===== config.mk =====
export PLATFORM = sky130hd
export DESIGN_NAME = adc_average_compare
export DESIGN_NICKNAME = d
export VERILOG_FILES = /design/src/verilog/avg_cmp_pkg.sv /design/src/verilog/adc_average_compare.sv
export SDC_FILE = /design/constraint.sdc
export NUM_CORES = 1
export LEC_CHECK = 0
export ABC_CLOCK_PERIOD_IN_PS = 5300
export BUFFER_PORTS_ARGS = -buffer_cell sky130_fd_sc_hd__buf_2
export CAP_MARGIN = 15
export CORE_UTILIZATION = 30
export CTS_CLUSTER_SIZE = 14
export DETAILED_ROUTE_END_ITERATION = 7
export PLACE_DENSITY = 0.46
export SLEW_MARGIN = 20
export SYNTH_ARGS = -nofsm -noshare
export SYNTH_HDL_FRONTEND = slang
export SYNTH_SLANG_ARGS = --single-unit

===== constraint.sdc =====
create_clock -name ref_clk -period 5.3 [get_ports ref_clk]
set_input_delay 0.53 -clock ref_clk [delete_from_list [all_inputs] [get_ports ref_clk]]
set_output_delay 0.53 -clock ref_clk [all_outputs]
set_load 0.05 [all_outputs]

===== src/verilog/avg_cmp_pkg.sv =====
// constants, field layouts and carriers for the averaging and compare block
// assumes a 32-bit avalon-mm register bus and one 40 mhz clock
package avg_cmp_pkg;

  // ==========================================================================
  // widths and timing
  localparam int          SAMPLE_W     = 16;
  localparam int          ACC_W        = SAMPLE_W + 5;   // room for 32 sums
  localparam int          CLK_PERIOD_NS = 25;

  // ==========================================================================
  // register byte offsets
  localparam logic [5:0]  OFF_CTRL     = 6'h00;
  localparam logic [5:0]  OFF_CMP_A    = 6'h04;
  localparam logic [5:0]  OFF_CMP_B    = 6'h08;
  localparam logic [5:0]  OFF_RESULT   = 6'h0C;
  localparam logic [5:0]  OFF_STATUS   = 6'h10;
  localparam logic [5:0]  OFF_TIMING   = 6'h14;
  localparam logic [5:0]  OFF_CONVTIME = 6'h18;
  localparam logic [5:0]  OFF_IRQ_STAT = 6'h1C;
  localparam logic [5:0]  OFF_IRQ_MASK = 6'h20;

  // ==========================================================================
  // interrupt status bit positions
  localparam int          IRQ_BITS     = 3;
  localparam int          IRQ_COMPLETE = 0;  // result loaded, flag set
  localparam int          IRQ_DISCARD  = 1;  // compare false, result dropped
  localparam int          IRQ_AVG_DONE = 2;  // averaging sequence finished

  // ==========================================================================
  // reset values
  localparam logic [IRQ_BITS-1:0] IRQ_MASK_RST = 3'h1;
  localparam logic [7:0]  FIRST_ADD_RST = 8'h05;
  localparam logic [7:0]  BASE_TIME_RST = 8'h14;
  localparam logic [7:0]  LONG_ADD_RST  = 8'h00;
  localparam logic [7:0]  HIGH_ADD_RST  = 8'h00;
  localparam logic [5:0]  AVG_MIN_NUM   = 6'h04;
  localparam logic [2:0]  AVG_MIN_SHIFT = 3'h2;

  // ==========================================================================
  // carriers
  typedef struct packed {
    logic       conv_irq_enable;
    logic       cmp_range_enable;
    logic       cmp_greater_select;
    logic       cmp_enable;
    logic [1:0] avg_count_select;
    logic       avg_enable;
  } ctrl_s;

  typedef struct packed {
    logic [7:0] high_speed_adder;
    logic [7:0] long_sample_adder;
    logic [7:0] base_conv_time;
    logic [7:0] first_conv_adder;
  } timing_s;

  typedef struct packed {
    logic                valid;
    logic [SAMPLE_W-1:0] data;
  } sample_s;

endpackage

===== src/verilog/adc_average_compare.sv =====
// averaging accumulator, threshold compare, result register and irq logic
// assumes converter samples arrive on ref_clk as one-cycle valid strobes
//
// Local design decisions: the register addresses and the Avalon-MM interface to the registers.
`timescale 1ns/10ps

// Notes on behaviour
// - averaging enable selects 4, 8, 16, 32
// - active flag high during averaging sequence
// - accumulate samples, average after last one
// - no complete flag for inner conversions
// - end of sequence loads result, sets flag
// - interrupt when flag sets with enable
// - averaging continues in low power, wakes
// - less-than mode: result below value a
// - greater mode: result at/above value a
// - outside range exclusive when a<=b
// - inside range exclusive when a>b
// - inside range inclusive when a<=b
// - outside range inclusive when a>b
// - compare false: no flag, no load
// - compare applies to averaged value
// - compare monitors in low power, wakes
// - conversion time from adders and count
module adc_average_compare #(
  parameter int SAMPLE_W = avg_cmp_pkg::SAMPLE_W
) (
  input  wire logic                        ref_clk,
  input  wire logic                        rst,
  input  wire logic [5:0]                  avs_address,
  input  wire logic                        avs_read,
  input  wire logic                        avs_write,
  input  wire logic [31:0]                 avs_writedata,
  input  wire logic [3:0]                  avs_byteenable,
  output logic      [31:0]                 avs_readdata,
  output logic                             avs_waitrequest,
  input  wire avg_cmp_pkg::sample_s        sample_in,
  input  wire logic                        conv_busy,
  input  wire logic                        low_power_mode,
  output logic                             conv_complete_flag,
  output logic                             conv_active_flag,
  output logic                             irq,
  output logic                             wake_irq
);
  import avg_cmp_pkg::*;

  // ==========================================================================
  // registers
  ctrl_s                  ctrl_reg;
  timing_s                timing_reg;
  logic [SAMPLE_W-1:0]    cmp_value_a_reg;
  logic [SAMPLE_W-1:0]    cmp_value_b_reg;
  logic [SAMPLE_W-1:0]    result_reg;
  logic                   complete_reg;
  logic                   active_reg;
  logic [IRQ_BITS-1:0]    irq_stat_reg;
  logic [IRQ_BITS-1:0]    irq_mask_reg;
  logic                   ack_reg;
  logic [31:0]            rdata_reg;
  logic [IRQ_BITS-1:0]    rd_stat_cap_reg;
  logic                   rd_flag_cap_reg;
  logic [ACC_W-1:0]       acc_reg;
  logic [5:0]             cnt_reg;
  logic                   final_valid_reg;
  logic [SAMPLE_W-1:0]    final_value_reg;
  logic                   irq_reg;

  // ==========================================================================
  // combinational helpers
  logic                   req;
  logic                   bus_fire;
  logic                   wr_fire;
  logic                   rd_fire;
  logic [5:0]             avg_num;
  logic [2:0]             avg_shift;
  logic [ACC_W-1:0]       sum_next;
  logic [ACC_W-1:0]       sum_shifted;
  logic                   last_sample;
  logic                   cmp_pass;
  logic                   load_result;
  logic                   discard;
  logic [15:0]            conv_time;
  logic [9:0]             per_conv;
  logic [IRQ_BITS-1:0]    irq_set;

  // one wait state on every access: the request is taken on the second edge
  assign req             = avs_read | avs_write;
  assign avs_waitrequest = req & ~ack_reg;
  assign bus_fire        = req & ack_reg;
  assign wr_fire         = bus_fire & avs_write;
  assign rd_fire         = bus_fire & avs_read;
  assign avs_readdata    = rdata_reg;

  // byte-lane merge for partial writes
  function automatic logic [31:0] merge(input logic [31:0] old_v,
                                        input logic [31:0] new_v,
                                        input logic [3:0]  be);
    logic [31:0] r;
    r = old_v;
    for (int i = 0; i < 4; i++) begin
      if (be[i]) begin
        r[8*i +: 8] = new_v[8*i +: 8];
      end
    end
    return r;
  endfunction

  // six compare modes from greater select, range enable and a vs b
  function automatic logic cmp_eval(input logic [SAMPLE_W-1:0] r,
                                    input logic [SAMPLE_W-1:0] a,
                                    input logic [SAMPLE_W-1:0] b,
                                    input logic                gt,
                                    input logic                ren);
    logic res;
    res = 1'b0;
    case ({gt, ren})
      2'b00: res = (r < a);
      2'b10: res = (r >= a);
      2'b01: begin
        if (a <= b) begin
          res = (r < a) || (r > b);
        end else begin
          res = (r < a) && (r > b);
        end
      end
      default: begin
        if (a <= b) begin
          res = (r >= a) && (r <= b);
        end else begin
          res = (r >= a) || (r <= b);
        end
      end
    endcase
    return res;
  endfunction

  // ==========================================================================
  // averaging datapath
  // count and shift follow the two-bit select: 4 << sel and 2 + sel
  assign avg_num     = AVG_MIN_NUM << ctrl_reg.avg_count_select;
  assign avg_shift   = AVG_MIN_SHIFT + {1'b0, ctrl_reg.avg_count_select};
  assign sum_next    = acc_reg + {{(ACC_W-SAMPLE_W){1'b0}}, sample_in.data};
  assign sum_shifted = sum_next >> avg_shift;
  assign last_sample = (cnt_reg == avg_num - 6'h01);

  // accumulator and count; clearing avg_enable abandons a partial sequence
  always_ff @(posedge ref_clk) begin
    if (rst) begin
      acc_reg <= '0;
      cnt_reg <= '0;
    end else if (!ctrl_reg.avg_enable) begin
      acc_reg <= '0;
      cnt_reg <= '0;
    end else if (sample_in.valid) begin
      if (last_sample) begin
        acc_reg <= '0;
        cnt_reg <= '0;
      end else begin
        acc_reg <= sum_next;
        cnt_reg <= cnt_reg + 6'h01;
      end
    end
  end

  // final value: the average, or each raw sample when averaging is off
  // truncating division keeps the shift free; no rounding is applied
  always_ff @(posedge ref_clk) begin
    if (rst) begin
      final_valid_reg <= 1'b0;
      final_value_reg <= '0;
    end else begin
      final_valid_reg <= 1'b0;
      if (sample_in.valid && !ctrl_reg.avg_enable) begin
        final_valid_reg <= 1'b1;
        final_value_reg <= sample_in.data;
      end else if (sample_in.valid && last_sample) begin
        final_valid_reg <= 1'b1;
        final_value_reg <= sum_shifted[SAMPLE_W-1:0];
      end
    end
  end

  // active while the converter runs or a sequence is partly summed
  always_ff @(posedge ref_clk) begin
    if (rst) begin
      active_reg <= 1'b0;
    end else begin
      active_reg <= conv_busy | (cnt_reg != 6'h00);
    end
  end

  // ==========================================================================
  // compare and result load
  assign cmp_pass    = cmp_eval(final_value_reg, cmp_value_a_reg,
                                cmp_value_b_reg,
                                ctrl_reg.cmp_greater_select,
                                ctrl_reg.cmp_range_enable);
  assign load_result = final_valid_reg &
                       (~ctrl_reg.cmp_enable | cmp_pass);
  assign discard     = final_valid_reg & ctrl_reg.cmp_enable & ~cmp_pass;

  // result only moves on a passing value; a failing one is dropped
  always_ff @(posedge ref_clk) begin
    if (rst) begin
      result_reg <= '0;
    end else if (load_result) begin
      result_reg <= final_value_reg;
    end
  end

  // complete flag: reading the result clears it, a new set wins
  always_ff @(posedge ref_clk) begin
    if (rst) begin
      complete_reg <= 1'b0;
    end else if (load_result) begin
      complete_reg <= 1'b1;
    end else if (rd_fire && avs_address == OFF_RESULT && rd_flag_cap_reg) begin
      complete_reg <= 1'b0;
    end
  end

  // ==========================================================================
  // interrupt status, sticky; a read clears only the bits it returned
  assign irq_set[IRQ_COMPLETE] = load_result & ctrl_reg.conv_irq_enable;
  assign irq_set[IRQ_DISCARD]  = discard;
  assign irq_set[IRQ_AVG_DONE] = final_valid_reg & ctrl_reg.avg_enable;

  always_ff @(posedge ref_clk) begin
    if (rst) begin
      irq_stat_reg <= '0;
    end else if (rd_fire && avs_address == OFF_IRQ_STAT) begin
      irq_stat_reg <= (irq_stat_reg & ~rd_stat_cap_reg) | irq_set;
    end else begin
      irq_stat_reg <= irq_stat_reg | irq_set;
    end
  end

  // wake source is the same irq; processing ignores low_power_mode on
  // purpose so sequences and compares carry on through wait and stop
  always_ff @(posedge ref_clk) begin
    if (rst) begin
      irq_reg <= 1'b0;
    end else begin
      irq_reg <= |((irq_stat_reg | irq_set) & irq_mask_reg);
    end
  end

  assign irq                = irq_reg;
  assign wake_irq           = irq_reg & low_power_mode;
  assign conv_complete_flag = complete_reg;
  assign conv_active_flag   = active_reg;

  // ==========================================================================
  // conversion time estimate in converter clock cycles
  assign per_conv  = {2'b00, timing_reg.base_conv_time}
                   + {2'b00, timing_reg.long_sample_adder}
                   + {2'b00, timing_reg.high_speed_adder};
  always_comb begin
    conv_time = 16'h0000;
    if (ctrl_reg.avg_enable) begin
      conv_time = {6'h00, per_conv} << (avg_shift);
    end else begin
      conv_time = {6'h00, per_conv};
    end
    conv_time = conv_time + {8'h00, timing_reg.first_conv_adder};
  end

  // ==========================================================================
  // bus slave: writes
  always_ff @(posedge ref_clk) begin
    if (rst) begin
      ctrl_reg        <= '0;
      cmp_value_a_reg <= '0;
      cmp_value_b_reg <= '0;
      timing_reg      <= {HIGH_ADD_RST, LONG_ADD_RST,
                          BASE_TIME_RST, FIRST_ADD_RST};
      irq_mask_reg    <= IRQ_MASK_RST;
    end else if (wr_fire) begin
      if (avs_address == OFF_CTRL) begin
        ctrl_reg <= ctrl_s'(merge(32'(ctrl_reg), avs_writedata,
                                  avs_byteenable));
      end else if (avs_address == OFF_CMP_A) begin
        cmp_value_a_reg <= SAMPLE_W'(merge(32'(cmp_value_a_reg),
                                           avs_writedata, avs_byteenable));
      end else if (avs_address == OFF_CMP_B) begin
        cmp_value_b_reg <= SAMPLE_W'(merge(32'(cmp_value_b_reg),
                                           avs_writedata, avs_byteenable));
      end else if (avs_address == OFF_TIMING) begin
        timing_reg <= timing_s'(merge(timing_reg, avs_writedata,
                                      avs_byteenable));
      end else if (avs_address == OFF_IRQ_MASK) begin
        irq_mask_reg <= IRQ_BITS'(merge(32'(irq_mask_reg), avs_writedata,
                                        avs_byteenable));
      end
    end
  end

  // ==========================================================================
  // bus slave: reads, captured in the wait cycle; unmapped reads give zero
  always_ff @(posedge ref_clk) begin
    if (rst) begin
      ack_reg         <= 1'b0;
      rdata_reg       <= 32'h0000_0000;
      rd_stat_cap_reg <= '0;
      rd_flag_cap_reg <= 1'b0;
    end else begin
      ack_reg <= req & ~ack_reg;
      if (req && !ack_reg) begin
        rd_stat_cap_reg <= irq_stat_reg;
        rd_flag_cap_reg <= complete_reg;
        if (avs_address == OFF_CTRL) begin
          rdata_reg <= 32'(ctrl_reg);
        end else if (avs_address == OFF_CMP_A) begin
          rdata_reg <= 32'(cmp_value_a_reg);
        end else if (avs_address == OFF_CMP_B) begin
          rdata_reg <= 32'(cmp_value_b_reg);
        end else if (avs_address == OFF_RESULT) begin
          rdata_reg <= 32'(result_reg);
        end else if (avs_address == OFF_STATUS) begin
          rdata_reg <= {30'h0000_0000, active_reg, complete_reg};
        end else if (avs_address == OFF_TIMING) begin
          rdata_reg <= timing_reg;
        end else if (avs_address == OFF_CONVTIME) begin
          rdata_reg <= {16'h0000, conv_time};
        end else if (avs_address == OFF_IRQ_STAT) begin
          rdata_reg <= 32'(irq_stat_reg);
        end else if (avs_address == OFF_IRQ_MASK) begin
          rdata_reg <= 32'(irq_mask_reg);
        end else begin
          rdata_reg <= 32'h0000_0000;
        end
      end
    end
  end

  // ==========================================================================
  // checks
  chk_avg_count_bound: assert property (
    @(posedge ref_clk) disable iff (rst)
    ctrl_reg.avg_enable |-> (cnt_reg < avg_num))
    else $error("averaging count ran past the selected number");

  chk_active_during_seq: assert property (
    @(posedge ref_clk) disable iff (rst)
    (cnt_reg != 6'h00) |=> active_reg)
    else $error("active flag low inside an averaging sequence");

  chk_accum_last_done: assert property (
    @(posedge ref_clk) disable iff (rst)
    (sample_in.valid && ctrl_reg.avg_enable && last_sample)
    |=> final_valid_reg && acc_reg == '0 && cnt_reg == 6'h00)
    else $error("sequence end did not produce an average");

  chk_no_inner_flag: assert property (
    @(posedge ref_clk) disable iff (rst)
    (sample_in.valid && ctrl_reg.avg_enable && !last_sample)
    |=> !final_valid_reg && !load_result)
    else $error("inner conversion reached the result stage");

  chk_result_load: assert property (
    @(posedge ref_clk) disable iff (rst)
    load_result |=> complete_reg && result_reg == $past(final_value_reg))
    else $error("passing value not loaded with flag set");

  chk_no_load_fail: assert property (
    @(posedge ref_clk) disable iff (rst)
    (final_valid_reg && ctrl_reg.cmp_enable && !cmp_pass && !complete_reg)
    |=> $stable(result_reg) && !complete_reg)
    else $error("failing compare changed result or flag");

  chk_irq_on_flag: assert property (
    @(posedge ref_clk) disable iff (rst)
    (load_result && ctrl_reg.conv_irq_enable && irq_mask_reg[IRQ_COMPLETE])
    |=> irq)
    else $error("interrupt missing after flag set");

  chk_cmp_less_mode: assert property (
    @(posedge ref_clk) disable iff (rst)
    (!ctrl_reg.cmp_greater_select && !ctrl_reg.cmp_range_enable)
    |-> cmp_pass == (final_value_reg < cmp_value_a_reg))
    else $error("less-than compare mode wrong");

  chk_cmp_inside_incl: assert property (
    @(posedge ref_clk) disable iff (rst)
    (ctrl_reg.cmp_greater_select && ctrl_reg.cmp_range_enable
     && cmp_value_a_reg <= cmp_value_b_reg)
    |-> cmp_pass == (final_value_reg >= cmp_value_a_reg
                     && final_value_reg <= cmp_value_b_reg))
    else $error("inclusive inside range compare wrong");

  chk_wake_in_stop: assert property (
    @(posedge ref_clk) disable iff (rst)
    (low_power_mode && irq) |-> wake_irq)
    else $error("wake not raised in low power mode");

endmodule


; Word-level counts from Yosys, hierarchy flattened
; Index checks and enable logic that the tools add are counted.
[word_totals]
register_bits = 177
latchBits = 0
ramBits = 0
rom_bits = 0
inputBits = 65
out_inout_bits = 37
elab_cells = 131
n_memories = 0
[classes]
n_addsub = 7
multipliers = 0
n_div = 0
order_cmp = 5
eq_ne = 11
shifts = 3
n_mux = 22
bitwise = 26
n_reduce_logical = 29
[ops]
columns = operator, n
row1 = 2-to-1 mux 32 bit, 6
row2 = 2-to-1 mux 16 bit, 4
row3 = less-or-equal comparator 16 bit, 2
row4 = "equality test 6 x 5 -> 1 bit, second input constant", 4
row5 = AND reduction 6 bit, 4
row6 = adder 21 x 16 -> 21 bit, 1
row7 = 2-to-1 mux 21 bit, 1
row8 = >> shifter 21 x 3 -> 16 bit, 1
row9 = adder 16 x 8 -> 16 bit, 1
row10 = greater-or-equal comparator 16 bit, 1
row11 = > comparator 16 bit, 1
row12 = less-than comparator 16 bit, 1
row13 = << shifter 10 x 3 -> 16 bit, 1
row14 = "equality test 6 x 4 -> 1 bit, second input constant", 2
row15 = adder 9 x 8 -> 10 bit, 1
row16 = bitwise AND 1 bit, 10
row17 = AND reduction 5 bit, 2
row18 = adder 8 x 8 -> 9 bit, 1
row19 = 2-to-1 mux 3 bit, 3
row20 = logical AND 1 bit, 8
row21 = NOT 1 bit, 8
row22 = AND reduction 4 bit, 2
row23 = AND reduction 7 bit, 1
row24 = "adder 6 x 1 -> 6 bit, second input constant", 1
row25 = 24 further kinds, 36

; Logic depth before layout (Yosys ltp)
; Gate-level depths: netlist of the first run.
[depth]
depth_word = 12
mapped_depth = 18
mapped_depth_nobuf = 18

; Worst setup path after synthesis of the first run
; No wires, ideal clock.
[synth_path]
path_type = register to register
start = register timing_reg[9] in the netlist's numbering
end = register rdata_reg[9], in the netlist avs_readdata[9]
setup_time_ps = 86
arrival_time_ps = 3795
t_required_ps = 5214
path_slack_ps = 1420
stages_incl_launch_ff = 17
path_buffers = 0
synth_period_minus_slack_ps = 3880
path_cell_list = dfxtp_1 inv_1 fa_1 inv_1 ha_1 fa_1 a21o_1 a21o_1 a2111o_1 o211a_2 mux2_2 ha_1 o21ai_0 a21oi_2 xor2_1 a21oi_1 a211oi_1
[synth_between]
elab_chain_len = 12
[synth_lines]
columns = element, line
row1 = start: declaration, adc_average_compare.sv:50  ; timing_s timing_reg;
row2 = start signal: assignment, adc_average_compare.sv:275  ; timing_reg <= {HIGH_ADD_RST, LONG_ADD_RST,
row3 = start signal: assignment, adc_average_compare.sv:289  ; timing_reg <= timing_s'(merge(timing_reg, avs_writedata,
row4 = adder 8 x 8 -> 9 bit, adc_average_compare.sv:256  ; + {2'b00, timing_reg.long_sample_adder}
row5 = adder 9 x 8 -> 10 bit, adc_average_compare.sv:257  ; + {2'b00, timing_reg.high_speed_adder};
row6 = << shifter 10 x 3 -> 16 bit, adc_average_compare.sv:261  ; conv_time = {6'h00, per_conv} << (avg_shift);
row7 = 2-to-1 mux 16 bit, adc_average_compare.sv:260  ; if (ctrl_reg.avg_enable) begin
row8 = adder 16 x 8 -> 16 bit, adc_average_compare.sv:265  ; conv_time = conv_time + {8'h00, timing_reg.first_conv_adder};
row9 = 2-to-1 mux 16 bit, adc_average_compare.sv:323  ; end else if (avs_address == OFF_CONVTIME) begin
row10 = 2-to-1 mux 32 bit (*), adc_average_compare.sv:321  ; end else if (avs_address == OFF_TIMING) begin
row11 = 2-to-1 mux 32 bit (*), adc_average_compare.sv:319  ; end else if (avs_address == OFF_STATUS) begin
row12 = 2-to-1 mux 32 bit (*), adc_average_compare.sv:317  ; end else if (avs_address == OFF_RESULT) begin
row13 = 2-to-1 mux 32 bit (*), adc_average_compare.sv:315  ; end else if (avs_address == OFF_CMP_B) begin
row14 = 2-to-1 mux 32 bit (*), adc_average_compare.sv:313  ; end else if (avs_address == OFF_CMP_A) begin
row15 = 2-to-1 mux 32 bit (*), adc_average_compare.sv:311  ; if (avs_address == OFF_CTRL) begin
row16 = end signal: assignment, adc_average_compare.sv:312  ; rdata_reg <= 32'(ctrl_reg);
row17 = end signal: assignment, adc_average_compare.sv:314  ; rdata_reg <= 32'(cmp_value_a_reg);
row18 = end signal: assignment, adc_average_compare.sv:316  ; rdata_reg <= 32'(cmp_value_b_reg);
row19 = end: declaration, adc_average_compare.sv:59  ; logic [31:0] rdata_reg;
; Mark *: on every way between the ends. The rest lies on a longest branch, timed or not.
; A chain may end at the register's enable or synchronous reset.

; Worst setup path in the final report of the first run
; Ends and elaborated chain as after synthesis.

==> results.py, run 1 <==
metrics = {
    "timing": {
        "setup_viol_count_final": 0,
        "period_needed_ps": 4240,
        "max_freq_mhz": 236,
        "worstMarginPinSlew_ps": 1030,
        "finalHoldViolations": 0,
        "fin_worst_skew_ps": 11.0,
        "rsz0062_at_grt": "false",
        "drv_slew": 0,
        "setup_tns_ps": 0,
        "fin_ws_ps": 1060,
        "slew_headroom_pct": 31.4,
        "finalHoldWorstSlack_ps": 313,
        "fin_crit_sh_pct": 80.0,
    },
    "critical_path": {
        "required_ps": 5660,
        "rr_worst_depth": 16,
        "start_kind": "flop",
        "criticalPathCategory": "reg2reg",
        "rrSetupSlack_ps": 1060,
        "worstReg2RegEnd": "avs_readdata[9]$_SDFFE_PP0P_",
        "crit_arrival_ps": 4600,
        "r2r-start": "timing_reg[9]$_SDFFE_PP0P_",
        "critPathMaxFanout": 5,
        "crit_path_end_kind": "flop",
    },
    "floorplanning": {
        "rows": 69,
        "die_x_um": 193,
        "io_pins": 102,
        "start_util_pct": 30.7,
        "die_h_um": 193,
        "core_um2": 35800,
        "die_area_um2": 37400,
    },
    "power_and_ir_drop": {
        "switchingPower_w": 0.000872,
        "p_clk_share_pct": 43.3,
        "cellLeakagePower_nw": 5.11,
        "cellPowerDensity_nw_per_um2": 237,
        "switching_share_pct": 29.4,
        "internal-power_w": 0.00209,
        "ir_drop_mv": 0.236,
        "power_frac_comb_pct": 10.4,
        "power_frac_seq_pct": 46.3,
    },
    "route": {
        "drc": 8,
        "detail_route.wirelength_um": 37700,
        "drtPass1Iterations": 8,
        "avgRoutedWirePerCell_um": 19.9,
        "vias": 10200,
        "via_per_inst": 5.40,
        "dr.first_iter.drc_count": 842,
        "ant_nets": 0,
    },
    "global_route": {
        "first_global_vias": 9653,
        "antenna_found_initial": 0,
        "grt_start_max_net_pins": 61,
        "grt_overflow": 0,
        "grt_pass1_wl_um": 57900,
        "grt_use_total_pct": 20.0,
    },
    "layout": {
        "final_cell_mix": "dfxtp_1, nand2_1, a21oi_1, nor2_1, buf_2",
        "fin_util_pct": 34.9,
        "drive_above_1_share_pct": 12.3,
        "n_antenna_cell": 0,
        "final_common_cell": "dfxtp_1",
        "area_growth_pct": 13.6,
        "n_fill_cell": 3819,
        "fin_nets": 1580,
    },
    "outcome": {
        "status": "finished, violations left",
        "violations": "design-rule violations",
    },
    "placement": {
        "place.gp.congestion": 0.821,
        "port_buffers": 101,
        "dp_slack_ps": 1090,
        "dp_hpwl_um": 28900,
    },
    "yosys": {
        "synth_fp_nets": 1522,
        "synth-edff-count": 0,
        "synthCells": 1364,
        "yosys_register_bits": 177,
        "async_reset_ff_share_pct": 0,
        "yosys_warnings": 0,
        "netlist-cell-type-count": 76,
        "synth_area_um2": 11000,
        "ys_seq_area_share_pct": 32.2,
        "postSynthAreaPerCell_um2": 8.06,
        "ys.flop_type": "dfxtp_1",
    },
    "clock_network": {
        "cts_setup_buffers": 0,
        "cts_buffers": 17,
        "post_cts_resize_count": 0,
        "clk_pin_slew_ps": 70,
        "insertion_delay_ps": 450,
        "cts-htree-levels": 4,
        "cts.path.max_buffers": 2,
        "cts_num_sinks": 177,
        "cts_hold_buf": 0,
        "cts_tree": "built",
        "cts_root_buf": "clkbuf_16",
    },
    "min_path": {
        "worstHoldPathCells": 3,
        "min_to": "timing_reg[31]$_SDFFE_PP0P_",
        "hold_class": "in2reg",
        "min-delay-start": "avs_writedata[31]",
    },
    "flow_run": {
        "maxCapViolCount": 0,
    },
}
## critical path, cell delays in order (launching register included)
cell and delay [ps]:
dfxtp_1 370, inv_1 70, fa_1 540, inv_1 40, ha_1 220, fa_1 400, a21o_1 170, a21o_1 240
a2111o_1 440, o211a_2 170, mux2_2 270, ha_1 300, o21ai_0 140, a21oi_2 310, xor2_1 170, a21oi_1 80
a211oi_1 240
## power by group through the flow
stage          logic, W  registers (W)  clock network, W
4_1_cts        0.000309        0.00137           0.00132
3_3_place_gp   0.000307        0.00140                 0
6_report       0.000308        0.00137           0.00128
5_1_grt        0.000339        0.00137           0.00138
3_5_place_dp   0.000308        0.00140                 0
2_1_floorplan  0.000178        0.00141                 0
## metal layers
metal | vias to the layer above | wire length, µm | GRT usage [%]
met4 | 0 | 603 | 5.13
li1 | 5066 | - | -
met2 | 253 | 17500 | 32.2
met1 | 4883 | 17900 | 27.5
met5 | - | 0 | 0
met3 | 38 | 1650 | 3.71
## synthesized netlist by cell type (all sizes together) (4+ instances only)
master | instances | share of area [%]
mux2 | 4 | 0.41
a31oi | 11 | 0.63
nand2b | 9 | 0.51
ha | 82 | 9.3
o21ai | 45 | 2.0
mux2i | 43 | 4.0
nor3 | 18 | 0.87
a222oi | 4 | 0.36
o21bai | 6 | 0.41
clkbuf | 68 | 2.3
nor4 | 7 | 0.40
nand3 | 68 | 3.1
nand2 | 174 | 5.9
nor2b | 10 | 0.57
a311o | 4 | 0.36
o221ai | 10 | 0.80
a211o | 7 | 0.56
or2 | 4 | 0.23
nand4 | 21 | 1.3
inv | 64 | 2.2
o21a | 10 | 0.68
a22oi | 43 | 2.9
and2 | 7 | 0.40
a311oi | 11 | 0.88
nor2 | 132 | 4.5
dfxtp | 177 | 32
xnor2 | 21 | 1.7
o2111ai | 5 | 0.40
or3 | 6 | 0.34
a21o | 17 | 1.2
a221oi | 14 | 1.2
nand3b | 5 | 0.34
buf | 10 | 0.46
and3 | 19 | 1.1
a21oi | 135 | 6.2
fa | 11 | 2.0
a211oi | 13 | 0.89
xor2 | 14 | 1.1
o211ai | 7 | 0.48
mux4 | 8 | 1.6
## per-stage QoR
stage / total power, W / cell area (µm²) / std cells
global route: 0.00309 / 12500 / 1896
finish: 0.00296 / 12500 / 1896
CTS: 0.00300 / 12500 / 1896
floorplan: 0.00159 / 11000 / 1364
global placement: 0.00171 / 11900 / 1864
detailed placement: 0.00171 / 11900 / 1864
## worst max-delay path by stage
stage / start / to / slack (ps) / cells past startpoint
after global routing: timing_reg[9]$_SDFFE_PP0P_ / avs_readdata[9]$_SDFFE_PP0P_ / 690 / 16
after floorplan: timing_reg[9]$_SDFFE_PP0P_ / avs_readdata[9]$_SDFFE_PP0P_ / 1420 / 16
after global placement: timing_reg[9]$_SDFFE_PP0P_ / avs_readdata[9]$_SDFFE_PP0P_ / 1150 / 16
after CTS: timing_reg[9]$_SDFFE_PP0P_ / avs_readdata[9]$_SDFFE_PP0P_ / 1050 / 16
after detailed placement: timing_reg[9]$_SDFFE_PP0P_ / avs_readdata[9]$_SDFFE_PP0P_ / 1090 / 16
final: timing_reg[9]$_SDFFE_PP0P_ / avs_readdata[9]$_SDFFE_PP0P_ / 1060 / 16
## layout make-up
type	instances	area, µm²	area share (%)
Timing Repair Buffer	117	628	5.03
Sequential cell	177	3540	28.4
Tap cell	461	577	4.62
Clock inverter	14	140	1.12
Multi-Input combinational cell	1044	6920	55.4
Clock buffer	18	439	3.52
Inverter	65	244	1.95
## kinds of logic (layout without fill, tap and decap cells)
kind of cell / count (synthesis) / after routing / synth area share (%)
and+or+nand+nor: 492 / 492 / 20.5
AOI/OAI and AO/OA: 369 / 369 / 22.1
DFF: 177 / 177 / 32.2
buffers and inverters: 143 / 214 / 5.00
adders and majority gates: 93 / 93 / 11.3
muxes: 55 / 55 / 6.08
xor gates and xnor gates: 35 / 35 / 2.79
(Power assumes the default switching activity.)
==> run 2: changes to the inputs <==
- ABC_CLOCK_PERIOD_IN_PS: 5300 -> 4300
- clock period: 5.3 -> 4.3 ns (I/O delays scaled with it)
==> results.py, run 2 (synthesis results as in run 1) <==
metrics = {
    "min_path": {
        "hold_class": "in2reg",
        "worstHoldPathCells": 3,
        "min_to": "timing_reg[27]$_SDFFE_PP0P_",
        "min-delay-start": "avs_writedata[27]",
    },
    "power_and_ir_drop": {
        "switchingPower_w": 0.00108,
        "cellPowerDensity_nw_per_um2": 290,
        "internal-power_w": 0.00257,
        "power_frac_seq_pct": 46.4,
        "power_frac_comb_pct": 10.6,
        "finalPower_w": 0.00365,
        "p_clk_share_pct": 43.0,
        "switching_share_pct": 29.6,
        "cellLeakagePower_nw": 5.16,
        "ir_drop_mv": 0.262,
    },
    "route": {
        "avgRoutedWirePerCell_um": 19.9,
        "detail_route.wirelength_um": 38100,
        "drc": 8,
        "dr.first_iter.drc_count": 645,
        "vias": 10400,
        "drtPass1Iterations": 8,
        "via_per_inst": 5.46,
        "ant_nets": 0,
    },
    "clock_network": {
        "cts_hold_buf": 0,
        "insertion_delay_ps": 450,
        "cts.path.max_buffers": 2,
        "cts_buffers": 17,
        "cts_num_sinks": 177,
        "cts-htree-levels": 4,
        "cts_root_buf": "clkbuf_16",
        "clk_pin_slew_ps": 80,
        "cts_tree": "built",
    },
    "flow_run": {
        "maxCapViolCount": 0,
    },
    "critical_path": {
        "slowest_stage": "fa_1",
        "required_ps": 4640,
        "start_kind": "flop",
        "worstReg2RegEnd": "avs_readdata[13]$_SDFFE_PP0P_",
        "r2r-start": "timing_reg[9]$_SDFFE_PP0P_",
        "crit_arrival_ps": 4450,
        "criticalPathCategory": "reg2reg",
        "rrSetupSlack_ps": 190,
        "rr_worst_depth": 16,
        "critPathMaxFanout": 5,
        "path_cells": "inv_1 > fa_1 > inv_1 > ha_1 > fa_1 > a21o_1 > a21o_1 > a2111o_1 > o211a_2 > mux2_2 > ha_1 > o21ai_1 > a21oi_2 > buf_4 > a21oi_1 > a211o_1",
        "critPathLaunch": "timing_reg[9]$_SDFFE_PP0P_",
        "critPathMaxStageDelay_ps": 520,
        "crit_path_end_kind": "flop",
    },
    "floorplanning": {
        "die_h_um": 193,
        "rows": 69,
        "start_util_pct": 30.7,
        "core_um2": 35800,
        "io_pins": 102,
        "die_x_um": 193,
        "die_area_um2": 37400,
    },
    "outcome": {
        "violations": "design-rule violations",
        "status": "finished, violations left",
    },
    "layout": {
        "drive_above_1_share_pct": 13.1,
        "final_common_cell": "dfxtp_1",
        "area_growth_pct": 14.4,
        "final_cell_mix": "dfxtp_1, nand2_1, a21oi_1, nor2_1, buf_2",
        "fin_util_pct": 35.1,
        "fin_nets": 1593,
        "n_antenna_cell": 0,
    },
    "global_route": {
        "grt_overflow": 0,
        "met1_usage_pct": 27.7,
        "grt_start_max_net_pins": 74,
        "grt_use_total_pct": 20.2,
        "first_global_vias": 9966,
        "antenna_found_initial": 0,
        "grt-busiest-layer": "met2",
        "grtUsageMet2_pct": 33.4,
        "grt_use_met3_pct": 2.77,
        "grt_pass1_wl_um": 59200,
    },
    "timing": {
        "setup_tns_ps": 0,
        "fin_worst_skew_ps": 12.2,
        "finalHoldWorstSlack_ps": 218,
        "max_freq_mhz": 243,
        "fin_crit_sh_pct": 95.7,
        "slew_headroom_pct": 32.0,
        "setup_viol_count_final": 0,
        "finalHoldViolations": 0,
        "drv_slew": 0,
        "period_needed_ps": 4110,
        "rsz0062_at_grt": "false",
        "worstMarginPinSlew_ps": 1020,
    },
    "placement": {
        "place.gp.congestion": 0.836,
        "dp_hpwl_um": 29200,
        "port_buffers": 101,
    },
}
run 2: changes by cell type in the layout (fill, tap and decap cells not counted), sizes merged:
cell,before,now
buf,117,130
run 2: final cells by class:
class / count / area [µm²]
flip-flops and latches: 177 / 3540
well taps: 461 / 577
inverters: 65 / 244
fillers: 3824 / 23200
multi-input cells: 1044 / 6920
clock inverters: 14 / 140
clock buffers: 18 / 429
repair buffers: 130 / 726
run 2: repair_timing:
action                                  in CTS  in global routing
gates resized for setup                      0                  2
hold endpoints to repair                     0                  0
endpoints found under the setup margin       0                  3
setup buffers                                0                  2
run 2: routing by layer:
| metal | vias up | share of wire, % |
|---|---|---|
| met5 | - | 0 |
| met4 | 0 | 1.7 |
| met3 | 37 | 4.0 |
| met2 | 244 | 47 |
| met1 | 5037 | 47 |
| li1 | 5106 | - |
run 2: power by group through the flow:
stage | Sequential, W | Clock, W | Combinational, W
floorplan | 0.00174 | 0 | 0.000220
global placement | 0.00173 | 0 | 0.000384
detailed placement | 0.00173 | 0 | 0.000385
CTS | 0.00169 | 0.00161 | 0.000387
global route | 0.00169 | 0.00168 | 0.000422
finish | 0.00169 | 0.00157 | 0.000386
run 2: per-stage QoR:
step,setup WS (ps),instance area [µm²],std cells
final,187,12600,1909
after global routing,7.73,12600,1909
after CTS,89.8,12600,1907
after floorplan,420,11000,1364
after detailed placement,139,12000,1875
after global placement,179,12000,1875
run 2: critical path, delay by kind of cell, from the launching register on:
family          cells  cell delay [ps]
compound gates      8             1690
fa+ha+maj           4             1450
buf+inv             3              250
flops               1              340
mux                 1              270
run 2: how the worst max path moves through the flow:
stage / to / depth (start not counted)
5_1_grt: avs_readdata[13]$_SDFFE_PP0P_ / 16
4_1_cts: avs_readdata[9]$_SDFFE_PP0P_ / 16
2_1_floorplan: avs_readdata[9]$_SDFFE_PP0P_ / 16
3_3_place_gp: avs_readdata[9]$_SDFFE_PP0P_ / 16
6_report: avs_readdata[13]$_SDFFE_PP0P_ / 16
3_5_place_dp: avs_readdata[9]$_SDFFE_PP0P_ / 16
